$ cat config.mk
export PLATFORM = sky130hd
export DESIGN_NAME = rfc_control
export DESIGN_NICKNAME = d
export VERILOG_FILES = /design/src/core/rfc_pkg.sv /design/src/core/rfc_control.sv
export SDC_FILE = /design/constraint.sdc
export NUM_CORES = 1
export LEC_CHECK = 0
export BUFFER_PORTS_ARGS = -buffer_cell sky130_fd_sc_hd__buf_4
export CAP_MARGIN = 30
export CELL_PAD_IN_SITES_DETAIL_PLACEMENT = 0
export CELL_PAD_IN_SITES_GLOBAL_PLACEMENT = 1
export CORE_ASPECT_RATIO = 0.75
export CORE_MARGIN = 2
export CORE_UTILIZATION = 48
export DETAILED_ROUTE_END_ITERATION = 10
export GPL_TIMING_DRIVEN = 1
export PLACE_DENSITY_LB_ADDON = 0.1
export SETUP_SLACK_MARGIN = 0.2
export SLEW_MARGIN = 20
export SYNTH_ARGS = -nofsm -noshare
export SYNTH_HDL_FRONTEND = slang
export SYNTH_SLANG_ARGS = --single-unit
$ cat constraint.sdc
create_clock -name clock -period 3.7 [get_ports clock]
set_input_delay 0.74 -clock clock [delete_from_list [all_inputs] [get_ports clock]]
set_output_delay 0.74 -clock clock [all_outputs]
set_load 0.005 [all_outputs]
$ cat src/core/rfc_pkg.sv
`default_nettype none
package rfc_pkg;
  // ----------------------------------------------------------------
  // Register byte offsets
  // ----------------------------------------------------------------
  localparam logic [7:0] OFS_CLOCK_SETUP   = 8'h00;  // Clock setup
  localparam logic [7:0] OFS_CONTROL       = 8'h04;  // Channel control
  localparam logic [7:0] OFS_TRIGGER       = 8'h08;  // Oscillation trigger
  localparam logic [7:0] OFS_MEAS_LOW      = 8'h0C;  // Measurement count low
  localparam logic [7:0] OFS_MEAS_HIGH     = 8'h10;  // Measurement count high
  localparam logic [7:0] OFS_TB_LOW        = 8'h14;  // Time base count low
  localparam logic [7:0] OFS_TB_HIGH       = 8'h18;  // Time base count high
  localparam logic [7:0] OFS_FLAGS         = 8'h1C;  // Event flags
  localparam logic [7:0] OFS_ENABLES       = 8'h20;  // Event enables
  // ----------------------------------------------------------------
  // Field positions
  // ----------------------------------------------------------------
  localparam int BIT_DEBUG_KEEP   = 8;  // Clock setup: keep clock in debug
  localparam int POS_DIV          = 4;  // Clock setup: divider field low bit
  localparam int POS_SRC          = 0;  // Clock setup: source field low bit
  localparam int BIT_MON_HALVE    = 8;  // Control: monitor halve
  localparam int BIT_CONTINUOUS   = 7;  // Control: continuous oscillate
  localparam int BIT_EXT_COUNT    = 6;  // Control: external count mode
  localparam int POS_OSC_TYPE     = 4;  // Control: oscillation type low bit
  localparam int BIT_BLOCK_EN     = 0;  // Control: block enable
  localparam int BIT_REF_RUN      = 0;  // Trigger: reference
  localparam int BIT_SEN_A_RUN    = 1;  // Trigger: sensor A
  localparam int BIT_SEN_B_RUN    = 2;  // Trigger: sensor B
  localparam int FLG_REF_DONE     = 0;  // Flags: reference done
  localparam int FLG_SEN_A_DONE   = 1;  // Flags: sensor A done
  localparam int FLG_SEN_B_DONE   = 2;  // Flags: sensor B done
  localparam int FLG_MEAS_OVF     = 3;  // Flags: measurement overflow
  localparam int FLG_TB_OVF       = 4;  // Flags: time base overflow
  localparam int NUM_FLAGS        = 5;  // Number of event flags
  localparam int CNT_W            = 24; // Counter width
  localparam int HALF_W           = 16; // Low half width
  // ----------------------------------------------------------------
  // Codes and reset values
  // ----------------------------------------------------------------
  localparam logic [1:0] SRC_INTERNAL   = 2'h0;  // Internal oscillator
  localparam logic [1:0] SRC_LOW_XTAL   = 2'h1;  // Low-speed crystal
  localparam logic [1:0] SRC_HIGH_OSC   = 2'h2;  // High-speed oscillator
  localparam logic [1:0] SRC_EXTERNAL   = 2'h3;  // External clock input
  localparam logic [1:0] OSC_TYPE_DC    = 2'h0;  // DC resistive sensing
  localparam logic [1:0] OSC_TYPE_AC    = 2'h1;  // AC resistive sensing
  localparam logic       DEBUG_KEEP_RST = 1'b1;  // Debug keep reset value
  localparam logic [23:0] CNT_RST       = 24'h00_0000;  // Counter reset
  localparam logic [23:0] CNT_MAX       = 24'hFF_FFFF;  // Counter top
  localparam logic [23:0] CNT_ONE       = 24'h00_0001;  // Counter step
  localparam logic [1:0] RESP_OKAY      = 2'h0;  // AXI okay
  localparam logic [1:0] RESP_SLVERR    = 2'h2;  // AXI slave error
  // One-hot oscillation state
  typedef enum logic [3:0] {
    OSC_IDLE  = 4'b0001,
    OSC_REF   = 4'b0010,
    OSC_SEN_A = 4'b0100,
    OSC_SEN_B = 4'b1000
  } rfc_osc_t;
endpackage : rfc_pkg
`default_nettype wire

$ cat src/core/rfc_control.sv
`timescale 1ns/1ps
`default_nettype none
module rfc_control #(
  parameter int DIV_W = 3  // Divider counter width
) (
  input  wire logic        clock,
  input  wire logic        rst_n,
  // AXI4-Lite write address
  input  wire logic [7:0]  s_axi_awaddr,
  input  wire logic        s_axi_awvalid,
  output logic             s_axi_awready,
  // AXI4-Lite write data
  input  wire logic [31:0] s_axi_wdata,
  input  wire logic [3:0]  s_axi_wstrb,
  input  wire logic        s_axi_wvalid,
  output logic             s_axi_wready,
  // AXI4-Lite write response
  output logic [1:0]       s_axi_bresp,
  output logic             s_axi_bvalid,
  input  wire logic        s_axi_bready,
  // AXI4-Lite read address
  input  wire logic [7:0]  s_axi_araddr,
  input  wire logic        s_axi_arvalid,
  output logic             s_axi_arready,
  // AXI4-Lite read data
  output logic [31:0]      s_axi_rdata,
  output logic [1:0]       s_axi_rresp,
  output logic             s_axi_rvalid,
  input  wire logic        s_axi_rready,
  // Clock source ticks, same clock domain
  input  wire logic        internal_oscillator,
  input  wire logic        low_speed_crystal,
  input  wire logic        high_speed_oscillator,
  input  wire logic        external_clock_input,
  input  wire logic        debug_mode,
  // Pins from the analog side
  input  wire logic        cr_oscillation_clock,
  input  wire logic        external_count_input,
  // Outputs to the analog side
  output logic             reference_osc_on,
  output logic             sensor_a_osc_on,
  output logic             sensor_b_osc_on,
  output logic             ac_sensing,
  output logic             oscillation_monitor_pin,
  output logic             interrupt_request
);

  // ----------------------------------------------------------------
  // Helper functions
  // ----------------------------------------------------------------
  // Divider hit: low sel bits of count all ones
  function automatic logic div_hit(input logic [DIV_W-1:0] cnt, input logic [1:0] sel);
    logic [DIV_W-1:0] mask;
    mask = DIV_W'((1 << sel) - 1);
    div_hit = ((cnt & mask) == mask);
  endfunction : div_hit

  // Byte-lane merge into a 16-bit register
  function automatic logic [15:0] merge16(input logic [15:0] old, input logic [31:0] wd,
                                          input logic [3:0] st);
    merge16 = {st[1] ? wd[15:8] : old[15:8], st[0] ? wd[7:0] : old[7:0]};
  endfunction : merge16

  // ----------------------------------------------------------------
  // Register state
  // ----------------------------------------------------------------
  logic                       debug_keep_q;    // Keep clock in debug
  logic [1:0]                 div_sel_q;       // Divider select
  logic [1:0]                 src_sel_q;       // Source select
  logic                       mon_halve_q;     // Monitor halve
  logic                       continuous_q;    // Continuous oscillate
  logic                       ext_count_q;     // External count mode
  logic [1:0]                 osc_type_q;      // Oscillation type
  logic                       block_en_q;      // Block enable
  logic [rfc_pkg::CNT_W-1:0]  meas_q;          // Measurement counter
  logic [rfc_pkg::CNT_W-1:0]  meas_d;
  logic [rfc_pkg::CNT_W-1:0]  tb_q;            // Time base counter
  logic [rfc_pkg::CNT_W-1:0]  tb_d;
  logic [rfc_pkg::NUM_FLAGS-1:0] flags_q;      // Event flags
  logic [rfc_pkg::NUM_FLAGS-1:0] flags_d;
  logic [rfc_pkg::NUM_FLAGS-1:0] enables_q;    // Event enables
  rfc_pkg::rfc_osc_t          osc_q;           // Oscillation state
  rfc_pkg::rfc_osc_t          osc_d;

  // ----------------------------------------------------------------
  // AXI write and read channel state
  // ----------------------------------------------------------------
  logic [7:0]  awaddr_q;   // Held write address
  logic        aw_have_q;  // Address captured
  logic [31:0] wdata_q;    // Held write data
  logic [3:0]  wstrb_q;    // Held strobes
  logic        w_have_q;   // Data captured
  logic        bvalid_q;   // Response pending
  logic [1:0]  bresp_q;    // Response code
  logic        rvalid_q;   // Read data pending
  logic [31:0] rdata_q;    // Read data
  logic [1:0]  rresp_q;    // Read response

  wire aw_take  = s_axi_awvalid & s_axi_awready;
  wire w_take   = s_axi_wvalid & s_axi_wready;
  wire do_write = aw_have_q & w_have_q & ~bvalid_q;
  wire ar_take  = s_axi_arvalid & s_axi_arready;

  assign s_axi_awready = ~aw_have_q & ~bvalid_q;
  assign s_axi_wready  = ~w_have_q & ~bvalid_q;
  assign s_axi_arready = ~rvalid_q;
  assign s_axi_bvalid  = bvalid_q;
  assign s_axi_bresp   = bresp_q;
  assign s_axi_rvalid  = rvalid_q;
  assign s_axi_rdata   = rdata_q;
  assign s_axi_rresp   = rresp_q;

  // Write address decode
  wire wr_clk   = do_write & (awaddr_q == rfc_pkg::OFS_CLOCK_SETUP);
  wire wr_ctl   = do_write & (awaddr_q == rfc_pkg::OFS_CONTROL);
  wire wr_trg   = do_write & (awaddr_q == rfc_pkg::OFS_TRIGGER);
  wire wr_ml    = do_write & (awaddr_q == rfc_pkg::OFS_MEAS_LOW);
  wire wr_mh    = do_write & (awaddr_q == rfc_pkg::OFS_MEAS_HIGH);
  wire wr_tl    = do_write & (awaddr_q == rfc_pkg::OFS_TB_LOW);
  wire wr_th    = do_write & (awaddr_q == rfc_pkg::OFS_TB_HIGH);
  wire wr_flg   = do_write & (awaddr_q == rfc_pkg::OFS_FLAGS);
  wire wr_ena   = do_write & (awaddr_q == rfc_pkg::OFS_ENABLES);
  wire wr_hit   = wr_clk | wr_ctl | wr_trg | wr_ml | wr_mh | wr_tl | wr_th | wr_flg | wr_ena;
  wire [15:0] wr_ctl_val = merge16({7'h00, mon_halve_q, continuous_q, ext_count_q,
                                    osc_type_q, 3'h0, block_en_q}, wdata_q, wstrb_q);
  wire [15:0] wr_clk_val = merge16({7'h00, debug_keep_q, 2'h0, div_sel_q, 2'h0,
                                    src_sel_q}, wdata_q, wstrb_q);
  wire [15:0] wr_trg_val = merge16(16'h0000, wdata_q, wstrb_q);
  wire [15:0] wr_ena_val = merge16({11'h000, enables_q}, wdata_q, wstrb_q);  // Enable merge
  wire        trg_lane   = wstrb_q[0];

  // ----------------------------------------------------------------
  // AXI write handshake
  // ----------------------------------------------------------------
  // Address and data taken in either order, answer after both
  always_ff @(posedge clock or negedge rst_n) begin
    if (!rst_n) begin
      awaddr_q  <= 8'h00;
      aw_have_q <= 1'b0;
      wdata_q   <= 32'h0000_0000;
      wstrb_q   <= 4'h0;
      w_have_q  <= 1'b0;
      bvalid_q  <= 1'b0;
      bresp_q   <= rfc_pkg::RESP_OKAY;
    end else begin
      if (aw_take) begin
        awaddr_q  <= {s_axi_awaddr[7:2], 2'b00};
        aw_have_q <= 1'b1;
      end else if (do_write) begin
        aw_have_q <= 1'b0;
      end
      if (w_take) begin
        wdata_q  <= s_axi_wdata;
        wstrb_q  <= s_axi_wstrb;
        w_have_q <= 1'b1;
      end else if (do_write) begin
        w_have_q <= 1'b0;
      end
      if (do_write) begin
        bvalid_q <= 1'b1;
        bresp_q  <= wr_hit ? rfc_pkg::RESP_OKAY : rfc_pkg::RESP_SLVERR;
      end else if (s_axi_bready) begin
        bvalid_q <= 1'b0;
      end
    end
  end

  // ----------------------------------------------------------------
  // Read decode
  // ----------------------------------------------------------------
  logic [15:0] rd_val;
  logic        rd_hit;
  wire  [7:0]  rd_addr = {s_axi_araddr[7:2], 2'b00};
  always_comb begin
    rd_hit = 1'b1;
    case (rd_addr)
      rfc_pkg::OFS_CLOCK_SETUP: rd_val = {7'h00, debug_keep_q, 2'h0, div_sel_q, 2'h0, src_sel_q};
      rfc_pkg::OFS_CONTROL: rd_val = {7'h00, mon_halve_q, continuous_q, ext_count_q,
                                      osc_type_q, 3'h0, block_en_q};
      rfc_pkg::OFS_TRIGGER: rd_val = {13'h0000, sensor_b_osc_on, sensor_a_osc_on,
                                      reference_osc_on};
      rfc_pkg::OFS_MEAS_LOW:  rd_val = meas_q[15:0];
      rfc_pkg::OFS_MEAS_HIGH: rd_val = {8'h00, meas_q[23:16]};
      rfc_pkg::OFS_TB_LOW:    rd_val = tb_q[15:0];
      rfc_pkg::OFS_TB_HIGH:   rd_val = {8'h00, tb_q[23:16]};
      rfc_pkg::OFS_FLAGS:     rd_val = {11'h000, flags_q};
      rfc_pkg::OFS_ENABLES:   rd_val = {11'h000, enables_q};
      default: begin
        rd_val = 16'h0000;
        rd_hit = 1'b0;
      end
    endcase
  end

  // Read answer one cycle after address
  always_ff @(posedge clock or negedge rst_n) begin
    if (!rst_n) begin
      rvalid_q <= 1'b0;
      rdata_q  <= 32'h0000_0000;
      rresp_q  <= rfc_pkg::RESP_OKAY;
    end else if (ar_take) begin
      rvalid_q <= 1'b1;
      rdata_q  <= {16'h0000, rd_val};
      rresp_q  <= rd_hit ? rfc_pkg::RESP_OKAY : rfc_pkg::RESP_SLVERR;
    end else if (s_axi_rready) begin
      rvalid_q <= 1'b0;
    end
  end

  // ----------------------------------------------------------------
  // Configuration registers
  // ----------------------------------------------------------------
  // Clock setup follows writes only while the block is disabled
  always_ff @(posedge clock or negedge rst_n) begin
    if (!rst_n) begin
      debug_keep_q <= rfc_pkg::DEBUG_KEEP_RST;
      div_sel_q    <= 2'h0;
      src_sel_q    <= rfc_pkg::SRC_INTERNAL;
      mon_halve_q  <= 1'b0;
      continuous_q <= 1'b0;
      ext_count_q  <= 1'b0;
      osc_type_q   <= rfc_pkg::OSC_TYPE_DC;
      block_en_q   <= 1'b0;
      enables_q    <= '0;
    end else begin
      if (wr_clk && !block_en_q) begin
        debug_keep_q <= wr_clk_val[rfc_pkg::BIT_DEBUG_KEEP];
        div_sel_q    <= wr_clk_val[rfc_pkg::POS_DIV +: 2];
        src_sel_q    <= wr_clk_val[rfc_pkg::POS_SRC +: 2];
      end
      if (wr_ctl) begin
        mon_halve_q  <= wr_ctl_val[rfc_pkg::BIT_MON_HALVE];
        continuous_q <= wr_ctl_val[rfc_pkg::BIT_CONTINUOUS];
        ext_count_q  <= wr_ctl_val[rfc_pkg::BIT_EXT_COUNT];
        osc_type_q   <= wr_ctl_val[rfc_pkg::POS_OSC_TYPE +: 2];
        block_en_q   <= wr_ctl_val[rfc_pkg::BIT_BLOCK_EN];
      end
      if (wr_ena) begin
        enables_q <= wr_ena_val[rfc_pkg::NUM_FLAGS-1:0];
      end
    end
  end

  // ----------------------------------------------------------------
  // Operating clock: source select and divider
  // ----------------------------------------------------------------
  logic [DIV_W-1:0] div_cnt_q;  // Divider count
  logic             src_tick;   // Selected source pulse
  always_comb begin
    case (src_sel_q)
      rfc_pkg::SRC_INTERNAL: src_tick = internal_oscillator;
      rfc_pkg::SRC_LOW_XTAL: src_tick = low_speed_crystal;
      rfc_pkg::SRC_HIGH_OSC: src_tick = high_speed_oscillator;
      default:               src_tick = external_clock_input;
    endcase
  end
  wire divided  = (src_sel_q == rfc_pkg::SRC_INTERNAL) | (src_sel_q == rfc_pkg::SRC_HIGH_OSC);
  wire clk_run  = block_en_q & (~debug_mode | debug_keep_q);
  wire op_tick  = clk_run & src_tick & (~divided | div_hit(div_cnt_q, div_sel_q));

  // Divider advances on source pulses while running
  always_ff @(posedge clock or negedge rst_n) begin
    if (!rst_n) begin
      div_cnt_q <= '0;
    end else if (!clk_run) begin
      div_cnt_q <= '0;
    end else if (src_tick) begin
      div_cnt_q <= div_cnt_q + 1'b1;
    end
  end

  // ----------------------------------------------------------------
  // Pin synchronisers and edge detect
  // ----------------------------------------------------------------
  logic cr_s1_q, cr_s2_q, cr_s3_q;  // CR clock sync chain
  logic ex_s1_q, ex_s2_q, ex_s3_q;  // External input sync chain
  logic mon_div_q;                  // Halved monitor toggle
  logic mon_q;                      // Monitor pin register
  always_ff @(posedge clock or negedge rst_n) begin
    if (!rst_n) begin
      cr_s1_q <= 1'b0;
      cr_s2_q <= 1'b0;
      cr_s3_q <= 1'b0;
      ex_s1_q <= 1'b0;
      ex_s2_q <= 1'b0;
      ex_s3_q <= 1'b0;
    end else begin
      cr_s1_q <= cr_oscillation_clock;
      cr_s2_q <= cr_s1_q;
      cr_s3_q <= cr_s2_q;
      ex_s1_q <= external_count_input;
      ex_s2_q <= ex_s1_q;
      ex_s3_q <= ex_s2_q;
    end
  end
  wire cr_rise  = cr_s2_q & ~cr_s3_q;
  wire ex_rise  = ex_s2_q & ~ex_s3_q;
  wire running  = (osc_q != rfc_pkg::OSC_IDLE);
  wire cnt_tick = running & clk_run & (ext_count_q ? ex_rise : cr_rise);

  // Monitor pin: CR clock or its half
  always_ff @(posedge clock or negedge rst_n) begin
    if (!rst_n) begin
      mon_div_q <= 1'b0;
      mon_q     <= 1'b0;
    end else begin
      if (cr_rise) begin
        mon_div_q <= ~mon_div_q;
      end
      mon_q <= mon_halve_q ? mon_div_q : cr_s2_q;
    end
  end
  assign oscillation_monitor_pin = mon_q;

  // ----------------------------------------------------------------
  // Oscillation sequencing and counters
  // ----------------------------------------------------------------
  wire trg_ok    = wr_trg & trg_lane & block_en_q;
  wire start_ref = trg_ok & wr_trg_val[rfc_pkg::BIT_REF_RUN];
  wire start_a   = trg_ok & wr_trg_val[rfc_pkg::BIT_SEN_A_RUN];
  wire start_b   = trg_ok & wr_trg_val[rfc_pkg::BIT_SEN_B_RUN] &
                   (osc_type_q != rfc_pkg::OSC_TYPE_AC);
  wire meas_ovf  = cnt_tick & (meas_q == rfc_pkg::CNT_MAX);
  wire tb_ovf    = op_tick & (tb_q == rfc_pkg::CNT_MAX);
  wire tb_zero   = op_tick & (tb_q == rfc_pkg::CNT_ONE);
  wire [rfc_pkg::NUM_FLAGS-1:0] clr_mask =
       wr_flg & wstrb_q[0] ? wdata_q[rfc_pkg::NUM_FLAGS-1:0] : '0;

  // Next counter, state and flag values
  always_comb begin
    meas_d  = meas_q;
    tb_d    = tb_q;
    osc_d   = osc_q;
    flags_d = flags_q & ~clr_mask;
    case (osc_q)
      rfc_pkg::OSC_REF: begin
        if (cnt_tick) meas_d = meas_q + rfc_pkg::CNT_ONE;
        if (op_tick) tb_d = tb_q + rfc_pkg::CNT_ONE;
        if (meas_ovf) flags_d[rfc_pkg::FLG_REF_DONE] = 1'b1;
        if (tb_ovf) flags_d[rfc_pkg::FLG_TB_OVF] = 1'b1;
        if ((meas_ovf | tb_ovf) && !continuous_q) osc_d = rfc_pkg::OSC_IDLE;
      end
      rfc_pkg::OSC_SEN_A, rfc_pkg::OSC_SEN_B: begin
        if (cnt_tick) meas_d = meas_q + rfc_pkg::CNT_ONE;
        if (op_tick) tb_d = tb_q - rfc_pkg::CNT_ONE;
        if (tb_zero) begin
          if (osc_q == rfc_pkg::OSC_SEN_A) flags_d[rfc_pkg::FLG_SEN_A_DONE] = 1'b1;
          else flags_d[rfc_pkg::FLG_SEN_B_DONE] = 1'b1;
        end
        if (meas_ovf) flags_d[rfc_pkg::FLG_MEAS_OVF] = 1'b1;
        if ((meas_ovf | tb_zero) && !continuous_q) osc_d = rfc_pkg::OSC_IDLE;
      end
      default: begin
        osc_d = rfc_pkg::OSC_IDLE;
      end
    endcase
    // Software trigger writes: 1 starts, 0 stops the running one
    if (trg_ok) begin
      if (start_ref) begin
        osc_d = rfc_pkg::OSC_REF;
        tb_d  = rfc_pkg::CNT_RST;
      end else if (start_a || start_b) begin
        osc_d  = start_a ? rfc_pkg::OSC_SEN_A : rfc_pkg::OSC_SEN_B;
        meas_d = rfc_pkg::CNT_RST;
      end else begin
        osc_d = rfc_pkg::OSC_IDLE;
      end
    end
    if (!block_en_q) osc_d = rfc_pkg::OSC_IDLE;
    // Software counter loads, low half then high half
    if (wr_ml) meas_d[15:0] = merge16(meas_q[15:0], wdata_q, wstrb_q);
    if (wr_mh && wstrb_q[0]) meas_d[23:16] = wdata_q[7:0];
    if (wr_tl) tb_d[15:0] = merge16(tb_q[15:0], wdata_q, wstrb_q);
    if (wr_th && wstrb_q[0]) tb_d[23:16] = wdata_q[7:0];
  end

  // State, counter and flag registers; events beat clears
  always_ff @(posedge clock or negedge rst_n) begin
    if (!rst_n) begin
      osc_q   <= rfc_pkg::OSC_IDLE;
      meas_q  <= rfc_pkg::CNT_RST;
      tb_q    <= rfc_pkg::CNT_RST;
      flags_q <= '0;
    end else begin
      osc_q   <= osc_d;
      meas_q  <= meas_d;
      tb_q    <= tb_d;
      flags_q <= flags_d;
    end
  end

  // ----------------------------------------------------------------
  // Outputs
  // ----------------------------------------------------------------
  logic irq_q;  // Registered request
  always_ff @(posedge clock or negedge rst_n) begin
    if (!rst_n) begin
      irq_q <= 1'b0;
    end else begin
      irq_q <= |(flags_q & enables_q);
    end
  end
  assign interrupt_request = irq_q;
  assign reference_osc_on  = (osc_q == rfc_pkg::OSC_REF);
  assign sensor_a_osc_on   = (osc_q == rfc_pkg::OSC_SEN_A);
  assign sensor_b_osc_on   = (osc_q == rfc_pkg::OSC_SEN_B);
  assign ac_sensing        = (osc_type_q == rfc_pkg::OSC_TYPE_AC);

endmodule : rfc_control
`default_nettype wire

==> results of run 1 <==
## critical path, cell delays in order, from the launching register on
cell and delay (ns):
dfrtp_1 0.44, nand4b_1 0.29, or2_2 0.39, o31ai_1 0.65
and2_1 0.52, o22ai_1 0.17, a221o_1 0.31
## state kept, by name, indices dropped and copies added (netlist names), 4 cells and up
register	count
tb_q	24
osc_q	4
wdata_q	16
meas_q	24
s_axi_rdata	16
flags_q	5
enables_q	5
awaddr_q	6
## cells in the final DEF, fill, tap and decap left out, types with 10 or more instances in the layout
cell type,count
nand3_1,34
xor2_1,15
o21ai_0,69
buf_4,83
mux2_2,33
mux2i_1,16
a21oi_1,31
dfrtp_1,129
nor3_1,34
and2_1,15
nor4_1,19
clkbuf_16,17
a22oi_1,17
nor3b_1,10
nand4_1,21
conb_1,18
o22ai_1,10
and3_1,12
nand2_1,102
inv_1,18
nor2_1,44
a221o_1,12
## path summary, 6_finish.rpt
check | cells past startpoint | to | from
min | 0 | ex_s2_q$_DFF_PN0_ | ex_s1_q$_DFF_PN0_
max | 6 | meas_q[0]$_DFFE_PN0P_ | s_axi_bvalid$_DFFE_PN0P_
max in group asynchronous | 2 | debug_keep_q$_DFFE_PN1P_ | rst_n
min reg2reg | 0 | ex_s2_q$_DFF_PN0_ | ex_s1_q$_DFF_PN0_
min in group asynchronous | 1 | tb_q[18]$_DFF_PN0_ | rst_n
max reg2reg | 6 | meas_q[0]$_DFFE_PN0P_ | s_axi_bvalid$_DFFE_PN0P_
## synth_stat cells, types with 3 or more instances
library cell | n | area, µm²
and4_1 | 6 | 52.6
o31ai_1 | 3 | 22.5
nand2b_1 | 9 | 56.3
buf_4 | 20 | 150
nor3_1 | 34 | 170
and2_1 | 15 | 93.8
nand3_1 | 34 | 170
xnor2_1 | 5 | 43.8
o221a_2 | 3 | 33.8
o21ai_0 | 69 | 345
clkbuf_1 | 37 | 139
nand3b_1 | 4 | 30.0
a221o_1 | 12 | 120
a211oi_1 | 3 | 22.5
a21oi_1 | 31 | 155
nand2_1 | 102 | 383
mux2i_1 | 16 | 160
buf_2 | 3 | 15.0
or3_1 | 9 | 56.3
inv_1 | 18 | 67.6
o211ai_1 | 8 | 60.1
a21o_1 | 6 | 45.0
o21a_1 | 3 | 22.5
dfrtp_1 | 129 | 3230
mux4_2 | 3 | 67.6
a31oi_1 | 9 | 56.3
a22oi_1 | 17 | 128
o22ai_1 | 10 | 62.6
mux2_2 | 33 | 372
nor2b_1 | 3 | 18.8
xor2_1 | 15 | 131
nor4_1 | 19 | 119
a32o_1 | 3 | 30.0
o2bb2ai_1 | 3 | 26.3
nor3b_1 | 10 | 75.1
nor2_1 | 44 | 165
a221oi_1 | 3 | 26.3
and3_1 | 12 | 75.1
o21ai_1 | 7 | 35.0
nand4b_1 | 5 | 43.8
ha_1 | 5 | 62.6
nand4_1 | 21 | 131
or2_2 | 4 | 25.0
a22o_1 | 3 | 26.3
## layout make-up
type / instances / area (µm²) / share of cell area (%)
clock buffers: 17 / 425 / 4.70
repair buffers: 86 / 669 / 7.40
flip-flops and latches: 131 / 3280 / 36.3
multi-input cells: 657 / 4160 / 46.0
clock inverters: 15 / 173 / 1.91
well taps: 210 / 263 / 2.90
inverters: 19 / 71.3 / 0.788
## layer usage
layer  wire [µm]  part of all wire, %
met5           0                    0
met4         640                  2.4
met3        2920                   11
met2       11000                   42
met1       11900                   45
## metrics by stage
step,setup slack (ns),hold slack (ns)
global route,0.659,0.364
detailed placement,0.726,0.338
finish,0.831,0.351
global placement,0.801,0.333
floorplan,1.22,0.331
CTS,0.874,0.352
## cell families (layout without fill, tap and decap cells)
logic type	after synthesis	after routing	share of synthesized area (%)
mux	53	53	8.00
other cells	1	18	0.0479
simple gates	350	350	23.6
xor+xnor	20	20	2.24
compound gates	211	211	17.7
buf+inv	86	137	5.66
fa+ha+maj	5	5	0.800
flops	131	131	41.9
## power by group through the flow
stage	Clock [mW]	Combinational (mW)	Sequential [mW]
global route	1.80	1.53	2.74
floorplan	0	1.15	2.15
global placement	0	1.31	2.66
finish	1.72	1.39	2.69
detailed placement	0	1.36	2.67
CTS	1.73	1.36	2.65
==> impl_results.md, run 1 <==
* Status: finished clean
* #FFs+latches synth at 131
* Initial antenna violation count at 0
* CTS max path bufs at 2
* Die Y at 115 µm
* Final worst-path cycle share at roughly 78%
* RD Place Congestion at around 0.9
* First-pass GRT wire length at between 40000 and 50000 µm
* Lkg Pwr at around 3.6 nW
* Unrepaired setup endpoints after global routing: no
* Postcts setup bufs at 0
* Final Power at 5.80 mW
* Critical Path Start Type: flop
* H-tree Lvls at 4
* Critical path type: reg2reg
* Post-synthesis cell area at 7820 µm²
* Gr ovfl total at 0
* Crit-path max FO at 11
* Mean Syn Cell Area at 9.13 µm²
* Synth warnings at 0
* GRT Total Usage at between 30% and 40%
* Layout Skew at approximately 0.0096 ns
* Util after Layout at 56.7%
* Final count of pins violating max slew at 0
* R2R Setup Slk at ~0.83 ns
* Sw Pwr at approximately 2.3 mW
* GR Util met1 at roughly 48%
* Worst slew pin tran at approximately 0.96 ns
* Post-Layout Cell Count at ~1100
* Crit path arrival time at roughly 3.2 ns
* Endpoint class of the critical path: flop
* MaxCap Viol Count at 0
* Vias at 7326
* Share of layout cells above drive strength 1 at 19.4%
* Fin nets at about 1000
* Flop pwr share at a little under half
* Seq/Total Area, Yosys at about two fifths
* Setup TNS at 0 ns
* Met3 usage at 8.57%
* IO buf count at 72
* Die W at between 150 and 200 µm
* # DRC at 0
* Comb pwr share at 24.0%
* Die area at around 17000 µm²
* I/O Pins at roughly 110
* Number of library cell types mapped by synthesis at between 70 and 80
* Vias in the first global route at about 6700
* Initial Util at about half
* Number of fill cells at approximately 1400
* Max rail drop VDD at 404 µV
* Post-DP Area at 8430 µm²
* CTS tree: done
* Clk pwr share at between 20% and 30%
* Num CTS Buffers at 17
* # rows at 40
* Sw frac at roughly two fifths
* Sink Count at 131
* Core Footprint at roughly 16000 µm²
* Final count of hold timing violations at 0
* Fmax at between 0.3 and 0.4 GHz
* Power density cells at between 600 and 700 nW/µm²
* DRT antenna net count at 0
* Pre-antenna DRT Iters at 5
* Via-to-Cell Ratio at 6.45
* Ys async rst share at 100%
* CTS root buf: clkbuf_16
* # setup viols final at 0
* Largest net degree at the start of global routing at between 80 and 90
* Mapped Cells at approximately 860
* Antenna cells at 0
* Placed Cells at 1102
* HPWL after DPL at between 15000 and 20000 µm
* Clk Latency, worst-skew pair at approximately 0.43 ns
* DR WL/cell at 23.3 µm
* Relative slew margins at between 30% and 40%
* GRT met2 Usage at a little over two fifths
* Layout area overhead at 15.6%
* Starting DRT DRC Count at 783
* CP Data Required Time at 4.02 ns
* Tmin final at about 2.9 ns
* Final Instance Area at between 9000 and 10000 µm²
* Post-synth EDFFs at 0
* Int Power at 3.48 mW
* Clock-pin transition on the worst setup and hold timing paths at about 0.060 ns
* Hold Buf Count CTS at 0
* Final WL at between 20000 and 30000 µm
* Post-cts resize count at 0
* Worst min path class: reg2reg
* Synth Flop Type: dfrtp_1
* GR peak layer: met1
No activity file was read; power rests on OpenSTA's default activity.
==> run 2: changes to the inputs <==
--- a/config.mk
+++ b/config.mk
@@ -11,7 +11,7 @@
 export CELL_PAD_IN_SITES_GLOBAL_PLACEMENT = 1
 export CORE_ASPECT_RATIO = 0.75
 export CORE_MARGIN = 2
-export CORE_UTILIZATION = 48
+export CORE_UTILIZATION = 40
 export DETAILED_ROUTE_END_ITERATION = 10
 export GPL_TIMING_DRIVEN = 1
 export PLACE_DENSITY_LB_ADDON = 0.1
==> constraint.sdc (replaced) <==
create_clock -name clock -period 2.55 [get_ports clock]
set_input_delay 0.51 -clock clock [delete_from_list [all_inputs] [get_ports clock]]
set_output_delay 0.51 -clock clock [all_outputs]
set_load 0.005 [all_outputs]
==> run 2 against run 1 <==
  * Setup slack got worse by 0.73 ns
  * Global-route usage fell by 2.8 points
  * Hold slack worse by 0.32 ns
  * Core utilization fell by 5.7 points
  * Clock skew is 0.0021 ns higher
  * Sequential share of layout area is 2.9 points lower
  * Clock power increased by 37%
  * Wire length increased by 11%
  * Non-clock buffer count increased by 86
  * Sequential power is 34% higher
  * Register-to-register slack lost 0.73 ns
  * Maximum frequency rose by 17%
==> impl_results.md, run 2 (same netlist as run 1, synthesis figures left out) <==
* # setup viols final at 0
* Crit-path max FO at 8
* H-tree Lvls at 4
* Crit path arrival time at approximately 2.8 ns
* Power density cells at approximately 900 nW/µm²
* Final Power at slightly below 9 mW
* Relative slew margins at between 50% and 60%
* Via-to-Cell Ratio at just over 6
* Clock-pin transition on the worst setup and hold timing paths at ~0.060 ns
* Setup TNS at 0 ns
* Tmin final at 2.45 ns
* Final WL at between 20000 and 30000 µm
* Vias at 7782
* IO buf count at between 70 and 80
* I/O Pins at 113
* Final count of pins violating max slew at 0
* HPWL after DPL at about 22000 µm
* Post-Layout Cell Count at 1264
* Share of layout cells above drive strength 1 at between 20% and 30%
* Critical path type: reg2reg
* Layout area overhead at 25.5%
* Die W at about 170 µm
* Starting DRT DRC Count at 830
* DRT antenna net count at 0
* Most common cell after layout, fill and taps aside: buf_4
* MaxCap Viol Count at 0
* Worst slew pin tran at around 0.73 ns
* Sink Count at approximately 130
* Vias in the first global route at 7144
* Commonest cells after routing, fill and taps aside: 167 x buf_4, 128 x dfrtp_1, 102 x nand2_1
* Num CTS Buffers at 17
* Initial Util at between 40% and 50%
* CP Data Required Time at about 2.9 ns
* CTS max path bufs at 2
* DR WL/cell at roughly 23 µm
* Largest net degree at the start of global routing at 50
* Critical Path Start Type: flop
* Fin nets at 1069
* Placed Cells at between 1000 and 1500
* Final worst-path cycle share at 96.0%
* Gr ovfl total at 0
* Worst min path class: in2async
* First-pass GRT wire length at around 44000 µm
* Number of fill cells at approximately 1800
* GRT Total Usage at 28.8%
* # rows at 44
* Clk Latency, worst-skew pair at 0.43 ns
* Biggest regs: meas_q x24, tb_q x24
* Initial antenna violation count at 1
* Endpoint class of the critical path: flop
* Final count of hold timing violations at 0
* Unrepaired setup endpoints after global routing: yes
* Die area at roughly 21000 µm²
* Pre-antenna DRT Iters at 7
* Max rail drop VDD at 607 µV
* Layout Skew at about 0.012 ns
* # DRC at 0
* Die Y at between 100 and 150 µm
* Hold Buf Count CTS at 0
* RD Place Congestion at between 0.9 and 1
* Fmax at about 0.41 GHz
* CTS root buf: clkbuf_16
* Core Footprint at just under 20000 µm²
* Lkg Pwr at just over 4 nW
* Status: finished clean
* CTS tree: done
run 2: changes by cell type in the layout (fill, tap and decap cells not counted), moves of 3 or more:
cell        before  now
o21ai_1          7   10
nor2_1          44   39
o21ai_0         69   65
inv_6            5    0
clkbuf_8         0    3
clkinv_4         6    1
buf_4           83  167
clkinvlp_4       0    3
nor2_2           0    4
clkinv_2         1    4
run 2: timing repair:
item | in CTS | in global routing
pin swaps | 5 | 5
setup endpoints to repair | 12 | 28
gates resized for setup | 10 | 18
setup buffers | 1 | 2
run 2: critical path, cell delays in order, from the launching register on:
cell and delay, ns:
dfrtp_1 0.38, or4_4 0.55, or3_4 0.36, buf_8 0.15, nor2_4 0.09, nand4_1 0.22, a22o_1 0.34, a31o_2 0.25
run 2: power by group:
part	internal [mW]	switching [mW]	leakage, nW
Sequential	2.65	0.958	1.56
Clock	1.41	0.945	0.268
Combinational	1.28	1.60	2.19
run 2: path summary, 6_finish.rpt:
| check | startpoint | endpoint | slack, ns | cells past startpoint |
|---|---|---|---|---|
| setup / recovery | tb_q[3]$_DFFE_PN0P_ | osc_q[2]$_DFFE_PN0P_ | 0.10 | 7 |
| hold / removal | rst_n | tb_q[18]$_DFF_PN0_ | 0.03 | 1 |
| setup reg to reg | tb_q[3]$_DFFE_PN0P_ | osc_q[2]$_DFFE_PN0P_ | 0.10 | 7 |
| hold reg to reg | cr_s1_q$_DFF_PN0_ | cr_s2_q$_DFF_PN0_ | 0.35 | 0 |
| max in group asynchronous | rst_n | debug_keep_q$_DFFE_PN1P_ | 1.85 | 2 |
| min in group clock | cr_oscillation_clock | cr_s1_q$_DFF_PN0_ | 0.18 | 1 |
run 2: through the flow:
stage                     setup slack [ns]  cell area [µm²]  utilization (%)  hold slack (ns)
after floorplan                     0.0703             7890                -            0.214
after global placement              0.0933             9140             47.4            0.335
final                                0.102             9820             51.0           0.0311
after CTS                            0.141             9750             50.6           0.0365
after global routing                0.0780             9820             51.0           0.0567
after detailed placement            0.0712             9140             47.4            0.335
run 2: layer usage:
metal / part of all wire (%) / track usage [%]
met2: 41 / 38.8
met5: 0.044 / 0
met4: 2.0 / 8.82
met3: 9.2 / 6.37
met1: 47 / 45.4
run 2: layout make-up:
| cell class | instances | area (µm²) | share of cell area (%) |
|---|---|---|---|
| antenna | 1 | 2.50 | 0.0255 |
| clock buffer | 22 | 474 | 4.83 |
| clock inverter | 9 | 81.3 | 0.828 |
| timing repair buffer | 172 | 1340 | 13.6 |
| tap | 253 | 317 | 3.22 |
| inverter | 19 | 71.3 | 0.726 |
| multi-input combinational | 657 | 4250 | 43.3 |
| sequential | 131 | 3280 | 33.4 |
